[src/shared/fault_mgr_cfg.svh]
// constants for the motor driver fault manager: widths, channel positions, policy codes, timing counts
// assumes the 200 MHz internal clock; included by the package and the design files
`ifndef FAULT_MGR_CFG_SVH
`define FAULT_MGR_CFG_SVH

`define CLK_MHZ             200
// deglitch times in nanoseconds, counts rounded up to whole cycles
`define SUPPLY_DG_NS        10000
`define GATE_DG_NS          5000
`define DS_DG_NS            1000
`define DG_CYC(ns)          (((ns) * `CLK_MHZ + 999) / 1000)
`define SUPPLY_DG_CYC       `DG_CYC(`SUPPLY_DG_NS)
`define GATE_DG_CYC         `DG_CYC(`GATE_DG_NS)
`define DS_DG_CYC           `DG_CYC(`DS_DG_NS)
`define DG_W                12
`define NUM_FLT             7
// filter channel positions
`define F_MSUP              0
`define F_LPOR              1
`define F_GSUP              2
`define F_BST               3
`define F_DS                4
`define F_SHUNT             5
`define F_OT                6
// limit policy codes
`define POL_NEXT_FLAG       4'h0
`define POL_NEXT_QUIET      4'h1
`define POL_THR_FLAG        4'h2
`define POL_THR_QUIET       4'h3
`define POL_CNT_FLAG        4'h4
`define POL_CNT_QUIET       4'h5
`define POL_REPORT          4'h6
`define LIMIT_W             8
`define RETRY_W             4

`endif

[src/shared/fault_mgr_pkg.sv]
// types for the motor driver fault manager
// assumes fault_mgr_cfg.svh is on the include path
package fault_mgr_pkg;
	`include "fault_mgr_cfg.svh"

	typedef enum logic [1:0] {LIM_IDLE, LIM_NEXT, LIM_THR, LIM_CNT} lim_state_t;

	// gate outputs, high side and low side per phase
	typedef struct packed {
		logic [2:0] hi;
		logic [2:0] lo;
	} gate_t;

	// status returned to the host; the latched fault flags and the report-only limit flags are sticky
	typedef struct packed {
		logic motor_supply_undervolt;
		logic logic_supply_por;
		logic gate_supply_undervolt;
		logic bootstrap_undervolt;
		logic drain_source_overcurrent;
		logic shunt_overcurrent;
		logic overtemp_shutdown;
		logic cycle_limit;
		logic controller_fault;
	} status_t;
endpackage

[src/hw/deglitch.sv]
// one deglitch filter: an event is declared after a continuous run of raw assertion
// assumes the raw input is already synchronous to mclk
`timescale 1ns/1ps
`include "fault_mgr_cfg.svh"
module deglitch (
	input  wire logic             mclk,    // internal clock
	input  wire logic             rst_n,   // synchronous reset, active low
	input  wire logic [`DG_W-1:0] len,     // deglitch length in cycles
	input  wire logic             raw,     // raw fault level
	output logic                  hit      // deglitched fault level
);
	logic [`DG_W-1:0] cnt_r, cnt_nxt;
	logic             hit_r, hit_nxt;

	always_comb begin
		cnt_nxt = cnt_r;
		hit_nxt = hit_r;
		if (!raw) begin
			cnt_nxt = '0;
			hit_nxt = 1'b0;
		end else if (cnt_r >= len - `DG_W'(1)) begin
			hit_nxt = 1'b1;
		end else begin
			cnt_nxt = cnt_r + `DG_W'(1);
		end
	end

	always_ff @(posedge mclk) begin
		if (!rst_n) begin
			cnt_r <= '0;
			hit_r <= 1'b0;
		end else begin
			cnt_r <= cnt_nxt;
			hit_r <= hit_nxt;
		end
	end

	assign hit = hit_r;
endmodule

[src/hw/motor_driver_fault_manager.sv]
// fault manager for a three-phase gate driver: filters fault levels, forces gate states,
// drives the fault indicator and keeps status flags.
// assumes raw fault and comparator levels come from analog blocks outside mclk's domain
// and that pwm_cycle_start and closed_loop come from logic on mclk.
`timescale 1ns/1ps
`include "fault_mgr_cfg.svh"
module motor_driver_fault_manager (
	input  wire logic                      mclk,                      // 200 MHz internal clock
	input  wire logic                      rst_n,                     // synchronous reset, active low
	input  wire logic                      motor_supply_undervolt,    // raw motor supply low level
	input  wire logic                      logic_supply_por,          // raw logic supply below reset level
	input  wire logic                      gate_supply_undervolt,     // raw gate supply low level
	input  wire logic [2:0]                bootstrap_undervolt,       // raw bootstrap low, one per phase
	input  wire logic [5:0]                drain_source_trip,         // raw drain-source compare, hi 2:0 lo 5:3
	input  wire logic                      shunt_trip,                // raw shunt above fixed threshold
	input  wire logic                      overtemp_trip,             // raw die temperature above trip
	input  wire logic                      limit_cmp,                 // raw current-sense above limit
	input  wire logic                      fault_clear_cmd,           // fault clear pulse
	input  wire logic                      drain_source_check_off,    // 1 disables drain-source check
	input  wire logic                      shunt_check_off,           // 1 disables shunt check
	input  wire logic [1:0]                drain_source_threshold_sel,// threshold select, passed out
	input  wire logic                      overtemp_self_recover,     // 1 automatic, 0 latched
	input  wire logic [3:0]                cycle_limit_policy,        // limit policy
	input  wire logic [`LIMIT_W-1:0]       cycle_current_limit,       // closed loop limit level
	input  wire logic [`LIMIT_W-1:0]       open_loop_limit_cfg,       // open loop limit level
	input  wire logic                      closed_loop,               // 1 in closed loop operation
	input  wire logic [`RETRY_W-1:0]       limit_retry_cycles,        // retry count for policy 010x
	input  wire logic                      pwm_cycle_start,           // one-cycle pulse at PWM period start
	input  wire logic                      full_duty,                 // commanded duty is 100%
	input  wire fault_mgr_pkg::gate_t      gate_cmd,                  // gate commands from commutation
	output fault_mgr_pkg::gate_t           gate_out,                  // gate outputs to the bridge
	output logic                           fault_indicator_n,         // fault pin, active low
	output logic                           charge_pump_en,            // charge pump enable
	output logic                           logic_en,                  // internal logic enable
	output logic [`LIMIT_W-1:0]            limit_level,               // selected limit to comparator dac
	output logic [1:0]                     ds_threshold,              // threshold select to monitors
	output fault_mgr_pkg::status_t         status                     // fault status flags
);
	////////////////////////////////////////////////////////////////////////////////
	// three-flop synchronisers for the analog levels
	localparam int NRAW = 15;
	logic [NRAW-1:0] raw_in;
	logic [NRAW-1:0] s1_r, s2_r, s3_r, lvl_r, lvl_nxt;

	assign raw_in = {limit_cmp, overtemp_trip, shunt_trip, drain_source_trip,
		bootstrap_undervolt, gate_supply_undervolt, logic_supply_por, motor_supply_undervolt};

	// a change is taken only once the second and third flops agree
	always_comb begin
		for (int i = 0; i < NRAW; i++) begin
			lvl_nxt[i] = (s2_r[i] == s3_r[i]) ? s3_r[i] : lvl_r[i];
		end
	end

	always_ff @(posedge mclk) begin
		if (!rst_n) begin
			s1_r  <= '0;
			s2_r  <= '0;
			s3_r  <= '0;
			lvl_r <= '0;
		end else begin
			s1_r  <= raw_in;
			s2_r  <= s1_r;
			s3_r  <= s2_r;
			lvl_r <= lvl_nxt;
		end
	end

	////////////////////////////////////////////////////////////////////////////////
	// deglitch filters, one per fault
	logic [`NUM_FLT-1:0] flt_raw;
	logic [`NUM_FLT-1:0] flt_hit;
	logic [`DG_W-1:0]    dg_len [`NUM_FLT];
	logic                lim_lvl;

	assign flt_raw[`F_MSUP]  = lvl_r[0];
	assign flt_raw[`F_LPOR]  = lvl_r[1];
	assign flt_raw[`F_GSUP]  = lvl_r[2];
	assign flt_raw[`F_BST]   = |lvl_r[5:3];
	assign flt_raw[`F_DS]    = |lvl_r[11:6] & ~drain_source_check_off;
	assign flt_raw[`F_SHUNT] = lvl_r[12] & ~shunt_check_off;
	assign flt_raw[`F_OT]    = lvl_r[13];
	assign lim_lvl           = lvl_r[14];

	assign dg_len[`F_MSUP]  = `DG_W'(`SUPPLY_DG_CYC);
	assign dg_len[`F_LPOR]  = `DG_W'(`SUPPLY_DG_CYC);
	assign dg_len[`F_GSUP]  = `DG_W'(`GATE_DG_CYC);
	assign dg_len[`F_BST]   = `DG_W'(`GATE_DG_CYC);
	assign dg_len[`F_DS]    = `DG_W'(`DS_DG_CYC);
	assign dg_len[`F_SHUNT] = `DG_W'(`DS_DG_CYC);
	assign dg_len[`F_OT]    = `DG_W'(1);

	genvar g;
	generate
		for (g = 0; g < `NUM_FLT; g++) begin : g_dg
			deglitch u_dg (
				.mclk  (mclk),
				.rst_n (rst_n),
				.len   (dg_len[g]),
				.raw   (flt_raw[g]),
				.hit   (flt_hit[g])
			);
		end
	endgenerate

	////////////////////////////////////////////////////////////////////////////////
	// latched fault flags; the set wins over a clear in the same cycle
	logic [`NUM_FLT-1:0] latch_r, latch_nxt;
	logic [`NUM_FLT-1:0] latchable;

	always_comb begin
		latchable = '0;
		latchable[`F_GSUP]  = 1'b1;
		latchable[`F_BST]   = 1'b1;
		latchable[`F_DS]    = 1'b1;
		latchable[`F_SHUNT] = 1'b1;
		latchable[`F_OT]    = ~overtemp_self_recover;
		for (int i = 0; i < `NUM_FLT; i++) begin
			if (flt_hit[i])
				latch_nxt[i] = 1'b1;
			else if (!latchable[i] || fault_clear_cmd)
				latch_nxt[i] = 1'b0;
			else
				latch_nxt[i] = latch_r[i];
		end
	end

	always_ff @(posedge mclk) begin
		if (!rst_n)
			latch_r <= '0;
		else
			latch_r <= latch_nxt;
	end

	////////////////////////////////////////////////////////////////////////////////
	// cycle-by-cycle limit policy
	fault_mgr_pkg::lim_state_t lim_r, lim_nxt;
	logic [`RETRY_W:0]         rcnt_r, rcnt_nxt;
	logic                      ctl_flag_r, ctl_flag_nxt;
	logic                      lim_flag_r, lim_flag_nxt;
	logic                      rep_r, rep_nxt;
	logic                      pulse_r, pulse_nxt;
	logic                      quiet;

	assign quiet = cycle_limit_policy[0];

	always_comb begin
		lim_nxt      = lim_r;
		rcnt_nxt     = rcnt_r;
		ctl_flag_nxt = ctl_flag_r;
		lim_flag_nxt = lim_flag_r;
		rep_nxt      = rep_r;
		pulse_nxt    = pulse_r;
		case (lim_r)
			fault_mgr_pkg::LIM_IDLE: begin
				if (lim_lvl) begin
					case (cycle_limit_policy)
						`POL_NEXT_FLAG, `POL_NEXT_QUIET: begin
							lim_nxt      = fault_mgr_pkg::LIM_NEXT;
							lim_flag_nxt = 1'b1;
							ctl_flag_nxt = ~quiet;
						end
						`POL_THR_FLAG, `POL_THR_QUIET: begin
							lim_nxt      = fault_mgr_pkg::LIM_THR;
							lim_flag_nxt = 1'b1;
							ctl_flag_nxt = ~quiet;
						end
						`POL_CNT_FLAG, `POL_CNT_QUIET: begin
							lim_nxt      = fault_mgr_pkg::LIM_CNT;
							rcnt_nxt     = {1'b0, limit_retry_cycles} + (`RETRY_W+1)'(1);
							lim_flag_nxt = 1'b1;
							ctl_flag_nxt = ~quiet;
						end
						`POL_REPORT: begin
							rep_nxt = 1'b1;
						end
						default: begin
						end
					endcase
				end
			end
			fault_mgr_pkg::LIM_NEXT: begin
				if (pwm_cycle_start) begin
					lim_nxt      = fault_mgr_pkg::LIM_IDLE;
					lim_flag_nxt = 1'b0;
					ctl_flag_nxt = 1'b0;
				end
			end
			fault_mgr_pkg::LIM_THR: begin
				if (!lim_lvl) begin
					lim_nxt      = fault_mgr_pkg::LIM_IDLE;
					lim_flag_nxt = 1'b0;
					ctl_flag_nxt = 1'b0;
				end
			end
			fault_mgr_pkg::LIM_CNT: begin
				if (pwm_cycle_start) begin
					if (rcnt_r == (`RETRY_W+1)'(1)) begin
						lim_nxt      = fault_mgr_pkg::LIM_IDLE;
						lim_flag_nxt = 1'b0;
						ctl_flag_nxt = 1'b0;
					end
					rcnt_nxt = rcnt_r - (`RETRY_W+1)'(1);
				end
			end
			default: lim_nxt = fault_mgr_pkg::LIM_IDLE;
		endcase
		// report-only flags hold until the level ends and a clear arrives
		if (rep_r && !lim_lvl && fault_clear_cmd && !(lim_r == fault_mgr_pkg::LIM_IDLE
			&& lim_lvl && cycle_limit_policy == `POL_REPORT))
			rep_nxt = 1'b0;
		// at full duty with the limit level high in policy 0110, 0111 or 1xxx the high side drops for one clock at each PWM start, not for good
		pulse_nxt = pwm_cycle_start && full_duty && lim_lvl && (cycle_limit_policy == `POL_REPORT
			|| cycle_limit_policy == 4'h7 || cycle_limit_policy[3]);
	end

	always_ff @(posedge mclk) begin
		if (!rst_n) begin
			lim_r      <= fault_mgr_pkg::LIM_IDLE;
			rcnt_r     <= '0;
			ctl_flag_r <= 1'b0;
			lim_flag_r <= 1'b0;
			rep_r      <= 1'b0;
			pulse_r    <= 1'b0;
		end else begin
			lim_r      <= lim_nxt;
			rcnt_r     <= rcnt_nxt;
			ctl_flag_r <= ctl_flag_nxt;
			lim_flag_r <= lim_flag_nxt;
			rep_r      <= rep_nxt;
			pulse_r    <= pulse_nxt;
		end
	end

	////////////////////////////////////////////////////////////////////////////////
	// output stage: every output is registered
	fault_mgr_pkg::gate_t   gate_r, gate_nxt;
	fault_mgr_pkg::status_t stat_r, stat_nxt;
	logic                   fin_n_r, fin_n_nxt;
	logic                   cp_r, cp_nxt, le_r, le_nxt;
	logic [`LIMIT_W-1:0]    lvl_sel_r, lvl_sel_nxt;
	logic [1:0]             dsth_r;
	logic                   supply_off, gates_low, recirc;
	logic [`NUM_FLT-1:0]    active;

	assign active     = flt_hit | latch_r;
	assign supply_off = active[`F_MSUP] | active[`F_LPOR];
	assign gates_low  = |active;
	assign recirc     = (lim_r != fault_mgr_pkg::LIM_IDLE);

	always_comb begin
		gate_nxt = gate_cmd;
		if (gates_low) begin
			gate_nxt = '0;
		end else if (recirc) begin
			gate_nxt.hi = 3'h0;
		end else if (pulse_r) begin
			gate_nxt.hi = 3'h0;
		end
		fin_n_nxt   = ~(gates_low | ctl_flag_r | rep_r);
		cp_nxt      = ~supply_off;
		le_nxt      = ~supply_off;
		lvl_sel_nxt = closed_loop ? cycle_current_limit : open_loop_limit_cfg;
		stat_nxt = '{
			motor_supply_undervolt:   active[`F_MSUP],
			logic_supply_por:         active[`F_LPOR],
			gate_supply_undervolt:    active[`F_GSUP],
			bootstrap_undervolt:      active[`F_BST],
			drain_source_overcurrent: active[`F_DS],
			shunt_overcurrent:        active[`F_SHUNT],
			overtemp_shutdown:        active[`F_OT],
			cycle_limit:              lim_flag_r | rep_r,
			controller_fault:         ctl_flag_r | rep_r
		};
	end

	always_ff @(posedge mclk) begin
		if (!rst_n) begin
			gate_r    <= '0;
			stat_r    <= '0;
			fin_n_r   <= 1'b1;
			cp_r      <= 1'b0;
			le_r      <= 1'b0;
			lvl_sel_r <= '0;
			dsth_r    <= '0;
		end else begin
			gate_r    <= gate_nxt;
			stat_r    <= stat_nxt;
			fin_n_r   <= fin_n_nxt;
			cp_r      <= cp_nxt;
			le_r      <= le_nxt;
			lvl_sel_r <= lvl_sel_nxt;
			dsth_r    <= drain_source_threshold_sel;
		end
	end

	assign gate_out          = gate_r;
	assign fault_indicator_n = fin_n_r;
	assign charge_pump_en    = cp_r;
	assign logic_en          = le_r;
	assign limit_level       = lvl_sel_r;
	assign ds_threshold      = dsth_r;
	assign status            = stat_r;
endmodule

[config.mk]
export PLATFORM = sky130hd
export DESIGN_NAME = motor_driver_fault_manager
export DESIGN_NICKNAME = d
export VERILOG_FILES = /design/src/shared/fault_mgr_pkg.sv /design/src/hw/deglitch.sv /design/src/hw/motor_driver_fault_manager.sv
export VERILOG_INCLUDE_DIRS = /design/src /design/src/shared
export SDC_FILE = /design/constraint.sdc
export NUM_CORES = 1
export LEC_CHECK = 0
export BUFFER_PORTS_ARGS = -buffer_cell sky130_fd_sc_hd__buf_2
export CORE_UTILIZATION = 40
export CTS_CLUSTER_SIZE = 20
export DETAILED_ROUTE_END_ITERATION = 8
export HOLD_SLACK_MARGIN = 0.15
export PLACE_DENSITY = 0.63
export SLEW_MARGIN = 20
export SYNTH_ARGS = -nofsm -noshare
export SYNTH_HDL_FRONTEND = slang
export SYNTH_SLANG_ARGS = --single-unit
[constraint.sdc]
create_clock -name mclk -period 5.4 [get_ports mclk]
set_input_delay 0.81 -clock mclk [delete_from_list [all_inputs] [get_ports mclk]]
set_output_delay 0.81 -clock mclk [all_outputs]
set_load 0.05 [all_outputs]
Word level (Yosys, flattened, before mapping)

Cells that the tools add are included.

Add/subtract/negate cells: 9
Magnitude comparators: 7
Eq/ne operators: 34
Multiplexer cells: 31
Bitwise gates (word level): 14
Reductions and logical operators: 43

Operators with widths:

| operator                                                                | count |
|---|---|
| 12-bit by 1-bit adder with 12-bit output, second input constant         | 7 |
| 12-bit by 10-bit >= comparator with 1-bit output, second input constant | 2 |
| 12-bit by 11-bit >= comparator with 1-bit output, second input constant | 2 |
| 12-bit by 8-bit >= comparator with 1-bit output, second input constant  | 2 |
| 1-bit 2-to-1 mux                                                        | 17 |
| 4-bit by 3-bit == test with 1-bit output, second input constant         | 4 |
| 1-bit == test                                                           | 15 |
| 5-bit 2-to-1 mux                                                        | 3 |
| 2-bit AND reduction                                                     | 7 |
| 2-bit nonzero test                                                      | 7 |
| 12-bit by 1-bit >= comparator with 1-bit output, second input constant  | 1 |
| 2-bit inequality test, second input constant                            | 6 |
| 6-bit AND reduction                                                     | 2 |
| 6-bit OR reduction                                                      | 2 |
| 2-bit 2-to-1 mux                                                        | 5 |
| 5-bit one-hot mux with 2 select lines                                   | 1 |
| 10-bit OR reduction                                                     | 1 |
| 4-bit by 2-bit == test with 1-bit output, second input constant         | 2 |
| 1-bit logical AND                                                       | 8 |
| 8-bit 2-to-1 mux                                                        | 1 |
| 1-bit one-hot mux with 4 select lines                                   | 2 |
| 2-bit one-hot mux with 4 select lines                                   | 1 |
| 2-bit OR reduction                                                      | 4 |
| 8-bit OR reduction                                                      | 1 |
| other kinds (21)                                                        | 35 |

Flip-flop bits (word level): 196
Bits of input ports: 56
Output and inout port bits: 28
Word-level logic and storage cells: 197

Longest topological paths before layout

Depth in word-level cells: 6
Depth in mapped cells: 6
Mapped depth without buffers: 6

Hierarchy

A second synthesis with hierarchy kept.

Cells, all modules: 1,191
Area, all modules: 10,807.9 sq um

By module, submodules not included:

| module                     | times used | cells each | area an instance (sq um) |
|---|---|---|---|
| deglitch                   | 7          | 122        | 1,036.0 |
| motor_driver_fault_manager | 1          | 337        | 3,555.9 |

Worst setup path after synthesis

No wires, ideal clock.

Path kind: input -> register
Start: input cycle_limit_policy[3]
End: register rcnt_r[1]
Setup time: 116 ps
Arrival time: 2,155 ps
Data required time: 5,284 ps
Setup slack: 3,130 ps
Stages on the path: 6
Path buffers: 2
Cell sequence: or4b_1 > buf_2 > o2bb2a_4 > buf_6 > a211o_1 > and3_1

Word-level cells in the longest chain between the ends: 4
Elaborated cells between the ends (all ways): 5
Those cells by class: eq/ne (3); reduce/logical (2)

Ends and longest elaborated chain:

| what                                                                | RTL line                          | RTL |
|---|---|---|
| from (decl)                                                         | motor_driver_fault_manager.sv:23  | `input wire logic [3:0] cycle_limit_policy,` |
| 4-bit by 3-bit == test with 1-bit output                            | motor_driver_fault_manager.sv:157 | `case (cycle_limit_policy)` |
| 2-bit OR reduction *                                                | motor_driver_fault_manager.sv:157 |  |
| 2-bit by 1-bit inequality test with 1-bit output (no source line) * | --                                |  |
| 4-bit AND reduction (no source line) *                              | --                                |  |
| to (signal assigned)                                                | motor_driver_fault_manager.sv:227 | `rcnt_r <= rcnt_nxt;` |
| to (decl)                                                           | motor_driver_fault_manager.sv:138 | `` logic [`RETRY_W:0] rcnt_r, rcnt_nxt; `` |

Every way passes the cells marked *; elsewhere a longest branch is shown, timed or not.
A chain may end at the register's enable or synchronous reset.

Worst setup path in the final report

Start: input rst_n
End: register g_dg[1].u_dg.cnt_r[9]

Word-level cells in the longest chain between the ends: 1

Ends and longest elaborated chain:

| what                                 | RTL line                        | RTL |
|---|---|---|
| from (decl)                          | motor_driver_fault_manager.sv:9 | `input wire logic rst_n,` |
| 2-bit AND reduction (no source line) | --                              |  |
| to (signal assigned)                 | deglitch.sv:33                  | `cnt_r <= cnt_nxt;` |
| to (decl)                            | deglitch.sv:12                  | `` logic [`DG_W-1:0] cnt_r, cnt_nxt; `` |

No other way between the ends.

==> summary.md <==
| Metric | Value |
|---|---|
| Status | `finished clean` |
| Clk Latency, worst-skew pair | `420 ps` |
| Ys async rst share | `0` |
| Initial antenna violation count | `0` |
| DRT iter0 DRCs | `231` |
| Largest net degree at the start of global routing | `85` |
| Power Total | `2.72 mW` |
| Post-Route WL | `12900 um` |
| Post-cts gate resize count | `0` |
| Max_slew headroom | `0.314` |
| Crit path time final | `2330 ps` |
| Clk sinks | `184` |
| Initial Util | `0.412` |
| DRC | `0` |
| Die W | `133 um` |
| CTS Buf Count | `17` |
| First-pass GRT wire length | `21500 um` |
| Hold-fix buffers, CTS | `0` |
| Startpoint Class | `input pin` |
| Max IR drop VDD | `0.000257 V` |
| Post-Syn Instances | `704` |
| Critical path arrival | `2700 ps` |
| Unrepaired setup endpoints after global routing | `false` |
| Ys Warns | `0` |
| Yosys cell types | `61` |
| Port buffer count | `83` |
| H-tree Lvls | `4` |
| Fillers | `1536` |
| Final setup TNS | `0 ps` |
| Post-synth EDFFs | `0` |
| Critical path type | `input pin to flip-flop` |
| Core area | `16700 um^2` |
| Vias in the first global route | `5002` |
| CTS tree | `yes` |
| Root cell of the clock tree | `clkbuf_16` |
| Slew Viols, Final | `0` |
| Synthesized cell area | `6880 um^2` |
| Largest family of logic cells by synthesized area | `simple AND/OR/NAND/NOR gates` |
| Final instance area | `8070 um^2` |
| Avg WL per Cell | `12.7 um` |
| Vias | `5173` |
| Setup-failing EPs final | `0` |
| CP endpoint kind | `flip-flop` |
| Worst-path clk slew | `60 ps` |
| Via density | `5.09` |
| Pleak | `3.07 nW` |
| CP max FO | `84` |
| Area share of fa/ha/maj cells after synthesis | `0.0164` |
| Die Footprint | `17700 um^2` |
| Gr usage total | `0.149` |
| Required time of the critical path | `5770 ps` |
| Maxcap violations | `0` |
| Fmax achieved | `0.429 GHz` |
| Fin crit share | `0.432` |
| Simple-gate share of the synthesized area | `0.213` |
| Post-synthesis xor/xnor area fraction | `0.0318` |
| Dpl cell area | `7470 um^2` |
| Critical-path top delay cell | `buf_4` |
| Grt ovf | `0` |
| Post-synth top flop | `dfxtp_1` |
| Sequential area share after synthesis | `0.536` |
| Largest stage delay on the critical path | `610 ps` |
| Post-route antenna net violation count | `0` |
| Routability Congestion | `0.819` |
| Worst Tran Pin Value | `1020 ps` |
| Share of layout cells above drive strength 1 | `0.162` |
| Post-synthesis compound-gate area fraction | `0.156` |
| Post-synth net total | `769` |
| Mux cell area share after synthesis | `0.0218` |
| CTS Buffer Depth | `2` |
| Nets@finish | `848` |
| Final hold violation count | `0` |
| Standard-cell rows | `47` |
| Layout area overhead | `17.4%` |
| Dpl hpwl | `9050 um` |
| Die span in y | `133 um` |
| Power per cell area | `337 nW/um^2` |
| Hold Path Class | `flip-flop to flip-flop` |
| Synth Register Bits | `184` |
| 1st-pass router iterations | `4` |
| CP cell instances | `buf_2 > buf_4 > nand2_1 > nor3b_1 > a21o_1` |
| Post-CTS Setup Bufs | `0` |
| Syn avg cell area | `9.77 um^2` |
| Worst clock skew | `5.54 ps` |
| I/O pin cnt | `84` |
## final timing paths
path / slack [ps] / from / cells past startpoint / endpoint
min: 430 / s1_r[10]$_SDFF_PN0_ / 1 / s2_r[10]$_SDFF_PN0_
max: 3070 / rst_n / 5 / g_dg[1].u_dg.cnt_r[9]$_SDFFE_PN0N_
min reg2reg: 430 / s1_r[10]$_SDFF_PN0_ / 1 / s2_r[10]$_SDFF_PN0_
max reg2reg: 3250 / g_dg[4].u_dg.cnt_r[0]$_SDFFE_PN0N_ / 5 / g_dg[4].u_dg.cnt_r[5]$_SDFFE_PN0N_
## power breakdown
| part | internal, mW | leakage (nW) | switching [mW] | total, mW |
|---|---|---|---|---|
| Combinational | 0.0382 | 1.29 | 0.0623 | 0.100 |
| Sequential | 1.38 | 1.49 | 0.00687 | 1.39 |
| Clock | 0.736 | 0.285 | 0.497 | 1.23 |
| Total | 2.15 | 3.07 | 0.566 | 2.72 |
## Yosys cell counts (3+ instances only)
master,count,area [um^2]
xor2_1,7,61.3
and3_1,7,43.8
nand2_1,52,195
nand3_1,17,85.1
ha_1,9,113
o21a_1,10,75.1
or4_1,12,90.1
or2_2,3,18.8
nand2b_1,4,25.0
o22ai_1,3,18.8
nand4b_1,3,26.3
and2_1,71,444
o21ai_0,27,135
xnor2_1,18,158
or3_1,8,50.1
a311oi_1,3,26.3
a211o_1,3,26.3
nand4_1,8,50.1
o211ai_1,7,52.6
a211oi_1,7,52.6
mux2i_1,15,150
a31o_2,3,26.3
inv_1,19,71.3
clkbuf_1,21,78.8
nor3_1,6,30.0
o31ai_1,8,60.1
a21oi_1,34,170
nor4_1,6,37.5
a2111oi_0,3,26.3
a21boi_0,21,158
nor2_1,54,203
a31oi_1,4,25.0
dfxtp_1,184,3680
nor2b_1,12,75.1
## critical path: cells and delay by family
kind | cells | cell delay (ps)
and+or+nand+nor | 2 | 720
buffers and inverters | 2 | 1010
AOI/OAI and AO/OA | 1 | 110
## sequential cells by signal (all words and copies together) (netlist names), 2 cells and up
register / flops
ds_threshold: 2
g_dg.u_dg.cnt_r: 72
g_dg.u_dg.hit: 7
gate_out: 6
latch_r: 7
lim_r: 2
limit_level: 8
lvl_r: 15
rcnt_r: 5
s1_r: 15
s2_r: 15
s3_r: 15
status: 9
## metal layers
metal / track usage / wire, um
met4: 0.0751 / 312
met2: 0.250 / 6020
met3: 0.0373 / 440
met5: 0 / 0
met1: 0.178 / 6140
## layout make-up
type | instances | area (um^2) | share of cell area
Sequential cell | 184 | 3680 | 0.456
Multi-Input combinational cell | 477 | 3020 | 0.374
Clock buffer | 19 | 443 | 0.0549
Timing Repair Buffer | 84 | 423 | 0.0524
Tap cell | 220 | 275 | 0.0341
Clock inverter | 13 | 154 | 0.0191
Inverter | 19 | 71.3 | 0.00883
Antenna cell | 1 | 2.50 | 0.000310
## placed cells by master (no fill, tap or decap), types with 18 or more instances in the layout
cell      count
dfxtp_1     184
buf_2        83
and2_1       71
nor2_1       54
nand2_1      52
a21oi_1      34
o21ai_0      27
a21boi_0     21
inv_1        19
xnor2_1      18
## through the flow
stage               instances  setup WS, ps  hold slack (ps)   util
detailed placement        984          2610              418  0.447
global route             1016          2830              451  0.483
finish                   1017          3070              431  0.483
CTS                      1016          3060              432  0.483
floorplan                 704          3130              412      -
global placement          984          2720              418  0.447
## kinds of logic (layout without fill, tap and decap cells)
group           Yosys count  in the layout
compound gates          155            155
xor+xnor                 25             25
fa+ha+maj                 9              9
buf+inv                  43            135
flops                   184            184
mux                      15             15
other cells               0              1
simple gates            273            273
Power figures use the tool's default switching activity.
